File: src/design/urx_pkg.sv
// Constants and types shared by the asynchronous receive front end.
// Assumes a 32-bit AXI4-Lite register bus with 12 address bits.
package urx_pkg;
   // Register byte addresses
   localparam logic [11:0] URX_CTRL_OFS   = 12'h000;
   localparam logic [11:0] URX_BAUD_OFS   = 12'h004;
   localparam logic [11:0] URX_STATUS_OFS = 12'h008;
   localparam logic [11:0] URX_DATA_OFS   = 12'h00C;
   // Control field positions
   localparam int URX_CTRL_RXEN  = 0;
   localparam int URX_CTRL_DS    = 1;
   localparam int URX_CTRL_SDET  = 2;
   localparam int URX_CTRL_SIE   = 3;
   localparam int URX_CTRL_CSZ   = 4;
   localparam int URX_CTRL_PEN   = 7;
   localparam int URX_CTRL_PODD  = 8;
   // Status field positions
   localparam int URX_ST_FULL    = 0;
   localparam int URX_ST_FERR    = 1;
   localparam int URX_ST_PERR    = 2;
   localparam int URX_ST_OVR     = 3;
   localparam int URX_ST_START   = 4;
   localparam int URX_ST_BUSY    = 5;
   // Reset values
   localparam logic [8:0]  URX_CTRL_RST = 9'h030;
   localparam logic [11:0] URX_BAUD_RST = 12'h00C;
   // Samples per bit and first voting sample
   localparam logic [4:0] URX_SPB_NORM = 5'h10;
   localparam logic [4:0] URX_SPB_DBL  = 5'h08;
   localparam logic [4:0] URX_SF_NORM  = 5'h08;
   localparam logic [4:0] URX_SF_DBL   = 5'h04;
   localparam logic [3:0] URX_MIN_CHAR = 4'h5;
   // AXI responses
   localparam logic [1:0] URX_OKAY   = 2'b00;
   localparam logic [1:0] URX_SLVERR = 2'b10;

   typedef enum logic [1:0] {
      ST_IDLE  = 2'b00,
      ST_START = 2'b01,
      ST_DATA  = 2'b10,
      ST_STOP  = 2'b11
   } urx_state_t;
endpackage : urx_pkg

File: src/design/urx_samp_if.sv
// Carrier between the sample-clock generator and the receiver core.
// Assumes both ends run on the same aclk.
`timescale 1ns/100ps
`default_nettype none
interface urx_samp_if;
   logic        tick;      // One-cycle sample strobe
   logic        rx_level;  // Synchronised serial input
   logic [11:0] divisor;   // Sample period minus one
   modport gen (output tick, output rx_level, input divisor);
   modport use_side (input tick, input rx_level, output divisor);
endinterface : urx_samp_if
`default_nettype wire

File: src/design/urx_sampler.sv
// Input synchroniser and sample-strobe divider for the receiver.
// Assumes rx_pin is asynchronous to aclk.
`timescale 1ns/100ps
`default_nettype none
module urx_sampler
   import urx_pkg::*;
(
   input  wire logic aclk,
   input  wire logic aresetn,
   input  wire logic rx_pin,
   urx_samp_if.gen   sp
);
   logic [2:0]  sync;
   logic [11:0] div_cnt;
   wire         agree = (sync[1] == sync[2]);

   // Three-stage capture; level follows once stages two and three agree
   always_ff @(posedge aclk) begin
      if (!aresetn) begin
         sync        <= 3'h7;
         sp.rx_level <= 1'b1;
      end else begin
         sync <= {sync[1:0], rx_pin};
         if (agree) begin
            sp.rx_level <= sync[2];
         end
      end
   end

   // Divider: one strobe every divisor+1 clocks
   always_ff @(posedge aclk) begin
      if (!aresetn) begin
         div_cnt <= 12'h000;
         sp.tick <= 1'b0;
      end else begin
         sp.tick <= (div_cnt == 12'h000);
         div_cnt <= (div_cnt == 12'h000) ? sp.divisor : div_cnt - 12'h001;
      end
   end
endmodule : urx_sampler
`default_nettype wire

File: src/design/urx_receiver.sv
// Asynchronous receive front end with start-frame detector and AXI4-Lite registers.
// Assumes a single 20 MHz aclk; rx_pin is asynchronous to it.
`timescale 1ns/100ps
`default_nettype none
// Function
// - Sample at 16x baud normally, 8x baud in double speed mode.
// - Idle-high to low edge starts start detection; first low sample is one.
// - Start validity from samples 8,9,10 normal or 4,5,6 double speed.
// - Two or more high decision samples reject start; resume edge watch.
// - Accepted start realigns bit timing; repeated for every start bit.
// - Recovery steps sixteen states per bit normal, eight double speed.
// - Each data, parity, stop bit resolved by majority of three centre samples.
// - Vote window starts sample 8 (middle 9), or 4 (middle 5) double.
// - Recover through first stop bit; further stop bits are ignored.
// - Stop bit voted like others; low stop sets framing error flag.
// - Next start edge detectable right after last stop vote sample.
// - Character plus parity length of five to ten bits supported.
// - With detection active, falling edge powers oscillator and port clock.
// - Start detection enabled by start_detect_enable, in both modes.
// - With start_irq_enable set, start interrupt raised at once on detection.
// - Without start interrupt, clocks run only while the frame is received.
// - Framing error stored with its frame: zero for stop one, one otherwise.
module urx_receiver
   import urx_pkg::*;
(
   input  wire logic        aclk,
   input  wire logic        aresetn,
   input  wire logic        rx_pin,
   input  wire logic [11:0] s_axi_awaddr,
   input  wire logic        s_axi_awvalid,
   output logic             s_axi_awready,
   input  wire logic [31:0] s_axi_wdata,
   input  wire logic [3:0]  s_axi_wstrb,
   input  wire logic        s_axi_wvalid,
   output logic             s_axi_wready,
   output logic [1:0]       s_axi_bresp,
   output logic             s_axi_bvalid,
   input  wire logic        s_axi_bready,
   input  wire logic [11:0] s_axi_araddr,
   input  wire logic        s_axi_arvalid,
   output logic             s_axi_arready,
   output logic [31:0]      s_axi_rdata,
   output logic [1:0]       s_axi_rresp,
   output logic             s_axi_rvalid,
   input  wire logic        s_axi_rready,
   output logic             osc_power_req,
   output logic             port_clk_en,
   output logic             start_irq
);
   urx_samp_if sp ();

   urx_sampler u_sampler (
      .aclk    (aclk),
      .aresetn (aresetn),
      .rx_pin  (rx_pin),
      .sp      (sp.gen)
   );

   // Software state
   logic [8:0]  ctrl;
   logic [11:0] baud_divisor;
   logic        start_seen;
   logic        overrun;
   // Receive entry
   logic        rx_full;
   logic [8:0]  rx_char;
   logic        framing_error_flag;
   logic        parity_error;
   // Recovery state
   urx_state_t  state;
   urx_state_t  next_state;
   logic [4:0]  smp;
   logic [3:0]  bit_idx;
   logic [9:0]  frame_bits;
   logic [1:0]  votes;
   logic        rx_prev;
   logic        lvl_prev;
   logic        wake;

   assign sp.divisor = baud_divisor;

   // Control fields
   wire        rx_enable           = ctrl[URX_CTRL_RXEN];
   wire        double_speed_select = ctrl[URX_CTRL_DS];
   wire        start_detect_enable = ctrl[URX_CTRL_SDET];
   wire        start_irq_enable    = ctrl[URX_CTRL_SIE];
   wire        par_en              = ctrl[URX_CTRL_PEN];
   wire        par_odd             = ctrl[URX_CTRL_PODD];
   wire [3:0]  n_char  = URX_MIN_CHAR + {1'b0, ctrl[URX_CTRL_CSZ +: 3]};
   wire [3:0]  n_bits  = n_char + {3'h0, par_en};
   wire [4:0]  spb     = double_speed_select ? URX_SPB_DBL : URX_SPB_NORM;
   wire [4:0]  sf      = double_speed_select ? URX_SF_DBL : URX_SF_NORM;
   wire [4:0]  vote_end = sf + 5'h02;

   // Sampling decode
   wire        tick    = sp.tick;
   wire        rx_s    = sp.rx_level;
   wire        fall    = rx_prev & ~rx_s;
   wire        maj3    = (votes[0] & votes[1]) | (votes[0] & rx_s) | (votes[1] & rx_s);
   wire        at_vote = (smp == vote_end);
   wire        at_end  = (smp == spb);
   wire        last_bit = (bit_idx == n_bits - 4'h1);
   wire        busy    = (state != ST_IDLE);

   // Next recovery state on each sample strobe
   always_comb begin
      next_state = state;
      case (state)
         ST_IDLE: begin
            if (fall) begin
               next_state = ST_START;
            end
         end
         ST_START: begin
            if (at_vote && maj3) begin
               next_state = ST_IDLE;
            end else if (at_end) begin
               next_state = ST_DATA;
            end
         end
         ST_DATA: begin
            if (at_end && last_bit) begin
               next_state = ST_STOP;
            end
         end
         ST_STOP: begin
            if (at_vote) begin
               next_state = ST_IDLE;
            end
         end
         default: next_state = ST_IDLE;
      endcase
   end

   // Frame result decode
   wire        frame_done = tick & (state == ST_STOP) & at_vote;
   wire [9:0]  char_mask  = ~(10'h3FF << n_char);
   wire [8:0]  char_word  = frame_bits[8:0] & char_mask[8:0];
   wire        par_bit    = frame_bits[n_char];
   wire        par_bad    = par_en & (^char_word ^ par_bit ^ par_odd);

   // Recovery machine and sample counter
   always_ff @(posedge aclk) begin
      if (!aresetn || !rx_enable) begin
         state   <= ST_IDLE;
         smp     <= 5'h00;
         bit_idx <= 4'h0;
         rx_prev <= 1'b1;
         votes   <= 2'b11;
      end else if (tick) begin
         state   <= next_state;
         rx_prev <= rx_s;
         votes   <= {votes[0], rx_s};
         if (state == ST_IDLE) begin
            smp     <= 5'h02; // first low sample is one, next is two
            bit_idx <= 4'h0;
         end else if (at_end) begin
            smp <= 5'h01;
         end else begin
            smp <= smp + 5'h01;
         end
         if (state == ST_DATA && at_end) begin
            bit_idx <= bit_idx + 4'h1;
         end
      end
   end

   // Bit store at the last voting sample
   always_ff @(posedge aclk) begin
      if (!aresetn) begin
         frame_bits <= 10'h000;
      end else if (tick && state == ST_DATA && at_vote) begin
         frame_bits[bit_idx] <= maj3;
      end
   end

   // AXI4-Lite decode
   wire        aw_go  = s_axi_awvalid & s_axi_wvalid & ~s_axi_awready & ~s_axi_bvalid;
   wire        wr_go  = s_axi_awready & s_axi_awvalid & s_axi_wvalid;
   wire        ar_go  = s_axi_arvalid & ~s_axi_arready & ~s_axi_rvalid;
   wire        rd_go  = s_axi_arready & s_axi_arvalid;
   wire [31:0] wmask  = {{8{s_axi_wstrb[3]}}, {8{s_axi_wstrb[2]}},
                         {8{s_axi_wstrb[1]}}, {8{s_axi_wstrb[0]}}};
   wire        wr_ctrl = wr_go & (s_axi_awaddr == URX_CTRL_OFS);
   wire        wr_baud = wr_go & (s_axi_awaddr == URX_BAUD_OFS);
   wire        wr_stat = wr_go & (s_axi_awaddr == URX_STATUS_OFS);
   wire        wr_hit  = (s_axi_awaddr == URX_CTRL_OFS) | (s_axi_awaddr == URX_BAUD_OFS)
                       | (s_axi_awaddr == URX_STATUS_OFS);
   wire        rd_data = rd_go & (s_axi_araddr == URX_DATA_OFS);
   wire [31:0] ctrl_new = ({23'h0, ctrl} & ~wmask) | (s_axi_wdata & wmask);
   wire [31:0] baud_new = ({20'h0, baud_divisor} & ~wmask) | (s_axi_wdata & wmask);
   wire [31:0] clr_bits = s_axi_wdata & wmask;
   wire [31:0] status_word = {26'h0, busy, start_seen, overrun, parity_error,
                              framing_error_flag, rx_full};
   wire        rd_hit  = (s_axi_araddr == URX_CTRL_OFS) | (s_axi_araddr == URX_BAUD_OFS)
                       | (s_axi_araddr == URX_STATUS_OFS) | (s_axi_araddr == URX_DATA_OFS);
   wire [31:0] rd_word = (s_axi_araddr == URX_CTRL_OFS)   ? {23'h0, ctrl} :
                         (s_axi_araddr == URX_BAUD_OFS)   ? {20'h0, baud_divisor} :
                         (s_axi_araddr == URX_STATUS_OFS) ? status_word :
                         (s_axi_araddr == URX_DATA_OFS)   ? {23'h0, rx_char} : 32'h0;

   // Write channel handshake
   always_ff @(posedge aclk) begin
      if (!aresetn) begin
         s_axi_awready <= 1'b0;
         s_axi_wready  <= 1'b0;
         s_axi_bvalid  <= 1'b0;
         s_axi_bresp   <= URX_OKAY;
      end else begin
         s_axi_awready <= aw_go;
         s_axi_wready  <= aw_go;
         if (wr_go) begin
            s_axi_bvalid <= 1'b1;
            s_axi_bresp  <= wr_hit ? URX_OKAY : URX_SLVERR;
         end else if (s_axi_bready) begin
            s_axi_bvalid <= 1'b0;
         end
      end
   end

   // Read channel handshake
   always_ff @(posedge aclk) begin
      if (!aresetn) begin
         s_axi_arready <= 1'b0;
         s_axi_rvalid  <= 1'b0;
         s_axi_rdata   <= 32'h0;
         s_axi_rresp   <= URX_OKAY;
      end else begin
         s_axi_arready <= ar_go;
         if (rd_go) begin
            s_axi_rvalid <= 1'b1;
            s_axi_rdata  <= rd_word;
            s_axi_rresp  <= rd_hit ? URX_OKAY : URX_SLVERR;
         end else if (s_axi_rready) begin
            s_axi_rvalid <= 1'b0;
         end
      end
   end

   // Control and divisor registers
   always_ff @(posedge aclk) begin
      if (!aresetn) begin
         ctrl         <= URX_CTRL_RST;
         baud_divisor <= URX_BAUD_RST;
      end else begin
         if (wr_ctrl) begin
            ctrl <= ctrl_new[8:0];
         end
         if (wr_baud) begin
            baud_divisor <= baud_new[11:0];
         end
      end
   end

   // Receive entry; a new frame wins over a data read in the same cycle
   always_ff @(posedge aclk) begin
      if (!aresetn || !rx_enable) begin
         rx_full            <= 1'b0;
         rx_char            <= 9'h000;
         framing_error_flag <= 1'b0;
         parity_error       <= 1'b0;
      end else if (frame_done) begin
         rx_full            <= 1'b1;
         rx_char            <= char_word;
         framing_error_flag <= ~maj3;
         parity_error       <= par_bad;
      end else if (rd_data) begin
         rx_full <= 1'b0;
      end
   end

   // Start-frame detector; only a fall on the idle line counts as a start
   wire lvl_fall   = lvl_prev & ~rx_s & ~busy;
   wire frame_off  = tick & busy & (next_state == ST_IDLE);
   // Wake holds only while a frame is under way; with start_irq_enable set the start flag holds power alone
   wire next_wake  = start_detect_enable & (lvl_fall | (wake & ~frame_off & rx_enable));
   wire next_power = next_wake | (start_detect_enable & start_irq_enable & start_seen);

   // Sticky overrun and start flags, write one to clear, set wins
   always_ff @(posedge aclk) begin
      if (!aresetn) begin
         overrun    <= 1'b0;
         start_seen <= 1'b0;
      end else begin
         overrun    <= (frame_done & rx_full & ~rd_data)
                       | (overrun & ~(wr_stat & clr_bits[URX_ST_OVR]));
         start_seen <= (start_detect_enable & lvl_fall)
                       | (start_seen & ~(wr_stat & clr_bits[URX_ST_START]));
      end
   end

   // Start-frame detector outputs, updated on every clock
   always_ff @(posedge aclk) begin
      if (!aresetn) begin
         lvl_prev      <= 1'b1;
         wake          <= 1'b0;
         osc_power_req <= 1'b0;
         port_clk_en   <= 1'b0;
         start_irq     <= 1'b0;
      end else begin
         lvl_prev      <= rx_s;
         wake          <= next_wake;
         osc_power_req <= next_power;
         port_clk_en   <= next_power;
         start_irq     <= start_detect_enable & start_irq_enable & lvl_fall;
      end
   end
endmodule : urx_receiver
`default_nettype wire

File: config.mk
export PLATFORM = sky130hd
export DESIGN_NAME = urx_receiver
export DESIGN_NICKNAME = d
export VERILOG_FILES = /design/src/design/urx_pkg.sv /design/src/design/urx_samp_if.sv /design/src/design/urx_sampler.sv /design/src/design/urx_receiver.sv
export SDC_FILE = /design/constraint.sdc
export NUM_CORES = 1
export LEC_CHECK = 0
export ABC_AREA = 1
export BUFFER_PORTS_ARGS = -buffer_cell sky130_fd_sc_hd__buf_2
export CAP_MARGIN = 20
export CELL_PAD_IN_SITES_DETAIL_PLACEMENT = 0
export CELL_PAD_IN_SITES_GLOBAL_PLACEMENT = 1
export CORE_MARGIN = 8
export CORE_UTILIZATION = 42
export CTS_BUF_LIST = sky130_fd_sc_hd__clkbuf_16
export DETAILED_ROUTE_END_ITERATION = 10
export PLACE_DENSITY = 0.89
export SYNTH_ARGS = -nofsm -noshare
export SYNTH_HDL_FRONTEND = slang
export SYNTH_SLANG_ARGS = --single-unit
File: constraint.sdc
create_clock -name aclk -period 4 [get_ports aclk]
set_clock_uncertainty 0.15 [all_clocks]
set_input_delay 0.6 -clock aclk [delete_from_list [all_inputs] [get_ports aclk]]
set_output_delay 0.6 -clock aclk [all_outputs]
set_load 0.02 [all_outputs]
* Word level (Yosys, flattened, before mapping)
Index checks and enable logic that the tools add are counted.
Word-level totals: input bits 68, word-level logic and storage cells 171, register bits after elaboration 120, output and inout bits 44
Cells by class: multiplexer cells 30, eq/ne operators 12, magnitude comparators 3, bitwise operators 68, add/subtract/negate cells 7, reductions and logical operators 21, shift-type cells 1
Operator list (number):
- bitwise AND 1 bit | 36
- == test 12 x 4 -> 1 bit (second input constant) | 3
- logical NOT 12 bit | 3
- 2-to-1 mux 12 bit | 3
- bitwise AND 12 bit | 2
- == test 12 x 3 -> 1 bit (second input constant) | 2
- bitwise AND 9 bit | 2
- 2-to-1 mux 9 bit | 2
- 2-to-1 mux 5 bit | 3
- 2-to-1 mux 2 bit | 7
- 2-to-1 mux 4 bit | 3
- NOT 12 bit | 1
- OR 12 bit | 1
- subtractor 12 x 1 -> 12 bit (second input constant) | 1
- NOT 1 bit | 11
- OR 1 bit | 11
- bitwise mux 10 bit | 1
- == test 5 bit | 2
- < comparator 4 x 5 -> 1 bit (second input constant) | 2
- nonzero test 2 bit | 5
- left shift 10 x 4 -> 9 bit (first input constant) | 1
- NOT 9 bit | 1
- OR 9 bit | 1
- XOR reduction 9 bit | 1
- other kinds (21) | 37

* Longest topological paths before layout
word-level depth 15, depth in mapped cells 16, depth with buffers taken out 16

* Cells and area by module
Synthesis repeated with hierarchy kept, for this count alone.
Second synthesis, totals: cells, all modules 758, area, all modules 5255.0 µm²
By module, submodules not included:
- urx_receiver | area an instance 4335.4 µm², seq. area each 1601.5 µm², cells each 619, instances 1
- urx_sampler | area an instance 919.6 µm², seq. area each 340.3 µm², cells each 139, instances 1

* Worst setup path after synthesis
OpenSTA, ideal clock, no wires.
kind reg2reg, from register with a tool-made name, to register port_clk_en, path slack 1.656 ns, stages on the path, launching flop included 12, buffers on the path 1, clock period less this slack 2.344 ns, arrival 2.068 ns, library setup time 0.126 ns, required time 3.724 ns, cells stage by stage dfxtp_1 buf_6 clkinv_1 ha_1 ha_1 or2_2 nand4_1 nor3_1 nand2_1 nand4_1 o21bai_1 nand3_1
RTL lines:
- end signal: assignment | RTL line urx_receiver.sv:304 | port_clk_en <= next_power;
- end: declaration | RTL line urx_receiver.sv:47 | output logic port_clk_en,

==> flow_summary.yaml <==
cells_and_area:
  area_growth_pct: 12.8
  final_cells: 920
  regArea_mm2: 0.00194
  diodes: 0
  fill_cells: 1186
  drive_above_1_share: 0.132
  fin_nets: 852
  multi_input_area_mm2: 0.00255
critical_path:
  r2r-end: "port_clk_en"
  crit_type: "reg2reg"
  crit_end: "port_clk_en"
  rrSetupSlack_ps: 1020
  worstPathCellList: "clkinv_1, ha_1, ha_1, or2_2, nand4_1, nor3_1, nand2_1, nand4_1, o21bai_1, nand3_1"
  slowest_delay_ps: 600
  rr_worst_depth: 10
  critPathCaptureType: "register"
  cp.required_ps: 4080
  worst-path-buf-inv: 1
  cp.depth: 10
  worstPathArrival_ps: 3050
  cp-start-kind: "register"
  crit_fanout: 9
  crit_family: "adder cells"
  cp_slowest_cell: "dfxtp_1"
routing:
  dr.pass1.iters: 5
  num_vias: 4676
  drt_wl_total_mm: 13.3
  drt_iter0_markers: 330
  drc: 0
  routed_via_density: 5.08
  route.detailed.wl_per_inst_um: 14.5
  antenna_left: 0
clock_network:
  cts_made_buffers: 9
  root_buffer: "clkbuf_16"
  clk_pin_slew_ps: 60
  cts.sinks: 97
  post_cts_resized: 0
  clock_latency_ps: 350
  postCtsHoldBufs: 0
  clk_path_buf_depth: 2
  htreeDepth: 3
  cts_tree: "built"
  cts_setup_buffers: 0
yosys:
  synthFlopType: "dfxtp_1"
  synth.avg_cell_area_um2: 7.09
  ys_seq_area_frac: 0.387
  synth_edf_count: 0
  ys_seq_elements: 97
  synth_common_cells: "nand2_1, dfxtp_1, inv_1, a21oi_1, nor2_1"
  synth_top_area_frac: 0.387
  ys.warnings.count: 0
  syn_inst: 708
  yosys.cell_types.count: 42
  yosysTopAreaCell: "dfxtp_1"
  yosysMostFrequentCell: "nand2_1"
  async_reset_ff_frac: 0
  synth_area_leaders: "dfxtp_1, nand2_1, a21oi_1"
  syn_area_mm2: 0.00502
global_routing:
  grt_usage: 0.171
  grt_max_degree: 37
  grt_overflow: 0
  grt_pass1_wl_mm: 22.2
  first_global_vias: 4620
  antenna_found_initial: 0
placed_design:
  globalplace.congestion: 0.863
  hpwl_mm: 10.1
  place_inst: 906
  port_buffers: 67
die:
  dieArea_mm2: 0.0157
  num_rows: 40
  die_w_um: 125
  start_util: 0.423
  io_pins: 112
  core-area_mm2: 0.0119
  die_h_um: 125
timing:
  fin_tns_setup_ps: 0
  period_needed_ps: 2980
  timing.hold.ws_ps: 264
  clock.fmax_mhz: 336
  rsz0062_at_grt: "no"
  drv_slew: 0
  period_share: 0.744
  max_slew.worst_pin.slew_ps: 671
  finalHoldViolCount: 0
  setup_violations: 0
  slew_headroom: 0.549
min_path:
  min_path_cells: 1
  hold_path.class: "reg2reg"
  min-delay-start: "u_sampler.sync[0]"
power_and_ir_drop:
  power.density_mw_per_mm2: 399
  total_power_mw: 2.26
  leakagePower_nw: 2.38
  ir_worst_vdd_v: 0.000310
job:
  drv_cap: 0
run_status:
  status: "completed"
cell type report:
cell class,instances,area share
clock buffer,9,0.0398
sequential,97,0.343
clock inverter,5,0.00884
tap,147,0.0325
multi-input combinational,501,0.451
timing repair buffer,71,0.0645
inverter,90,0.0601
routing by layer:
metal / up-vias / global-route usage / part of all wire
met1: 2141 / 0.201 / 0.44
met4: 0 / 0.0444 / 0.0097
met2: 118 / 0.298 / 0.49
met5: - / 0 / 0
met3: 12 / 0.0514 / 0.060
li1: 2405 / - / -
power by group:
group | switching, mW | internal (mW) | leakage, nW | total, mW
logic | 0.232 | 0.136 | 1.46 | 0.368
registers | 0.0403 | 1.01 | 0.785 | 1.05
clock network | 0.363 | 0.472 | 0.138 | 0.836
total | 0.636 | 1.62 | 2.38 | 2.26
how the worst min path moves through the flow:
stage	endpoint
final	u_sampler.sync[1]
after global placement	u_sampler.sync[1]
after global routing	u_sampler.sync[0]
after floorplan	u_sampler.sync[1]
after CTS	u_sampler.sync[1]
after detailed placement	u_sampler.sync[1]
metrics by stage:
| step | instance area [um2] | utilization | setup slack [ps] |
|---|---|---|---|
| finish | 5660 | 0.477 | 1020 |
| global route | 5660 | 0.477 | 845 |
| CTS | 5660 | 0.477 | 1030 |
| detailed placement | 5390 | 0.454 | 1050 |
| global placement | 5390 | 0.454 | 1100 |
| floorplan | 5100 | - | 1660 |
placed cells by master, fill, tap and decap left out, types with 14 or more instances in the layout:
master / Yosys / layout
inv_1: 87 / 88
o21ai_0: 47 / 47
nor2_1: 53 / 53
ha_1: 14 / 14
a21oi_1: 71 / 71
conb_1: 1 / 22
buf_2: 5 / 67
nand3_1: 39 / 39
dfxtp_1: 97 / 97
nand2_1: 159 / 159
cell families after synthesis:
logic type,Yosys count,share of synthesized area
xor+xnor,13,0.0227
fa+ha+maj,15,0.0369
buf+inv,131,0.120
simple gates,296,0.256
other cells,1,0.000747
compound gates,155,0.177
flops,97,0.387
Power figures use the tool's default switching activity.
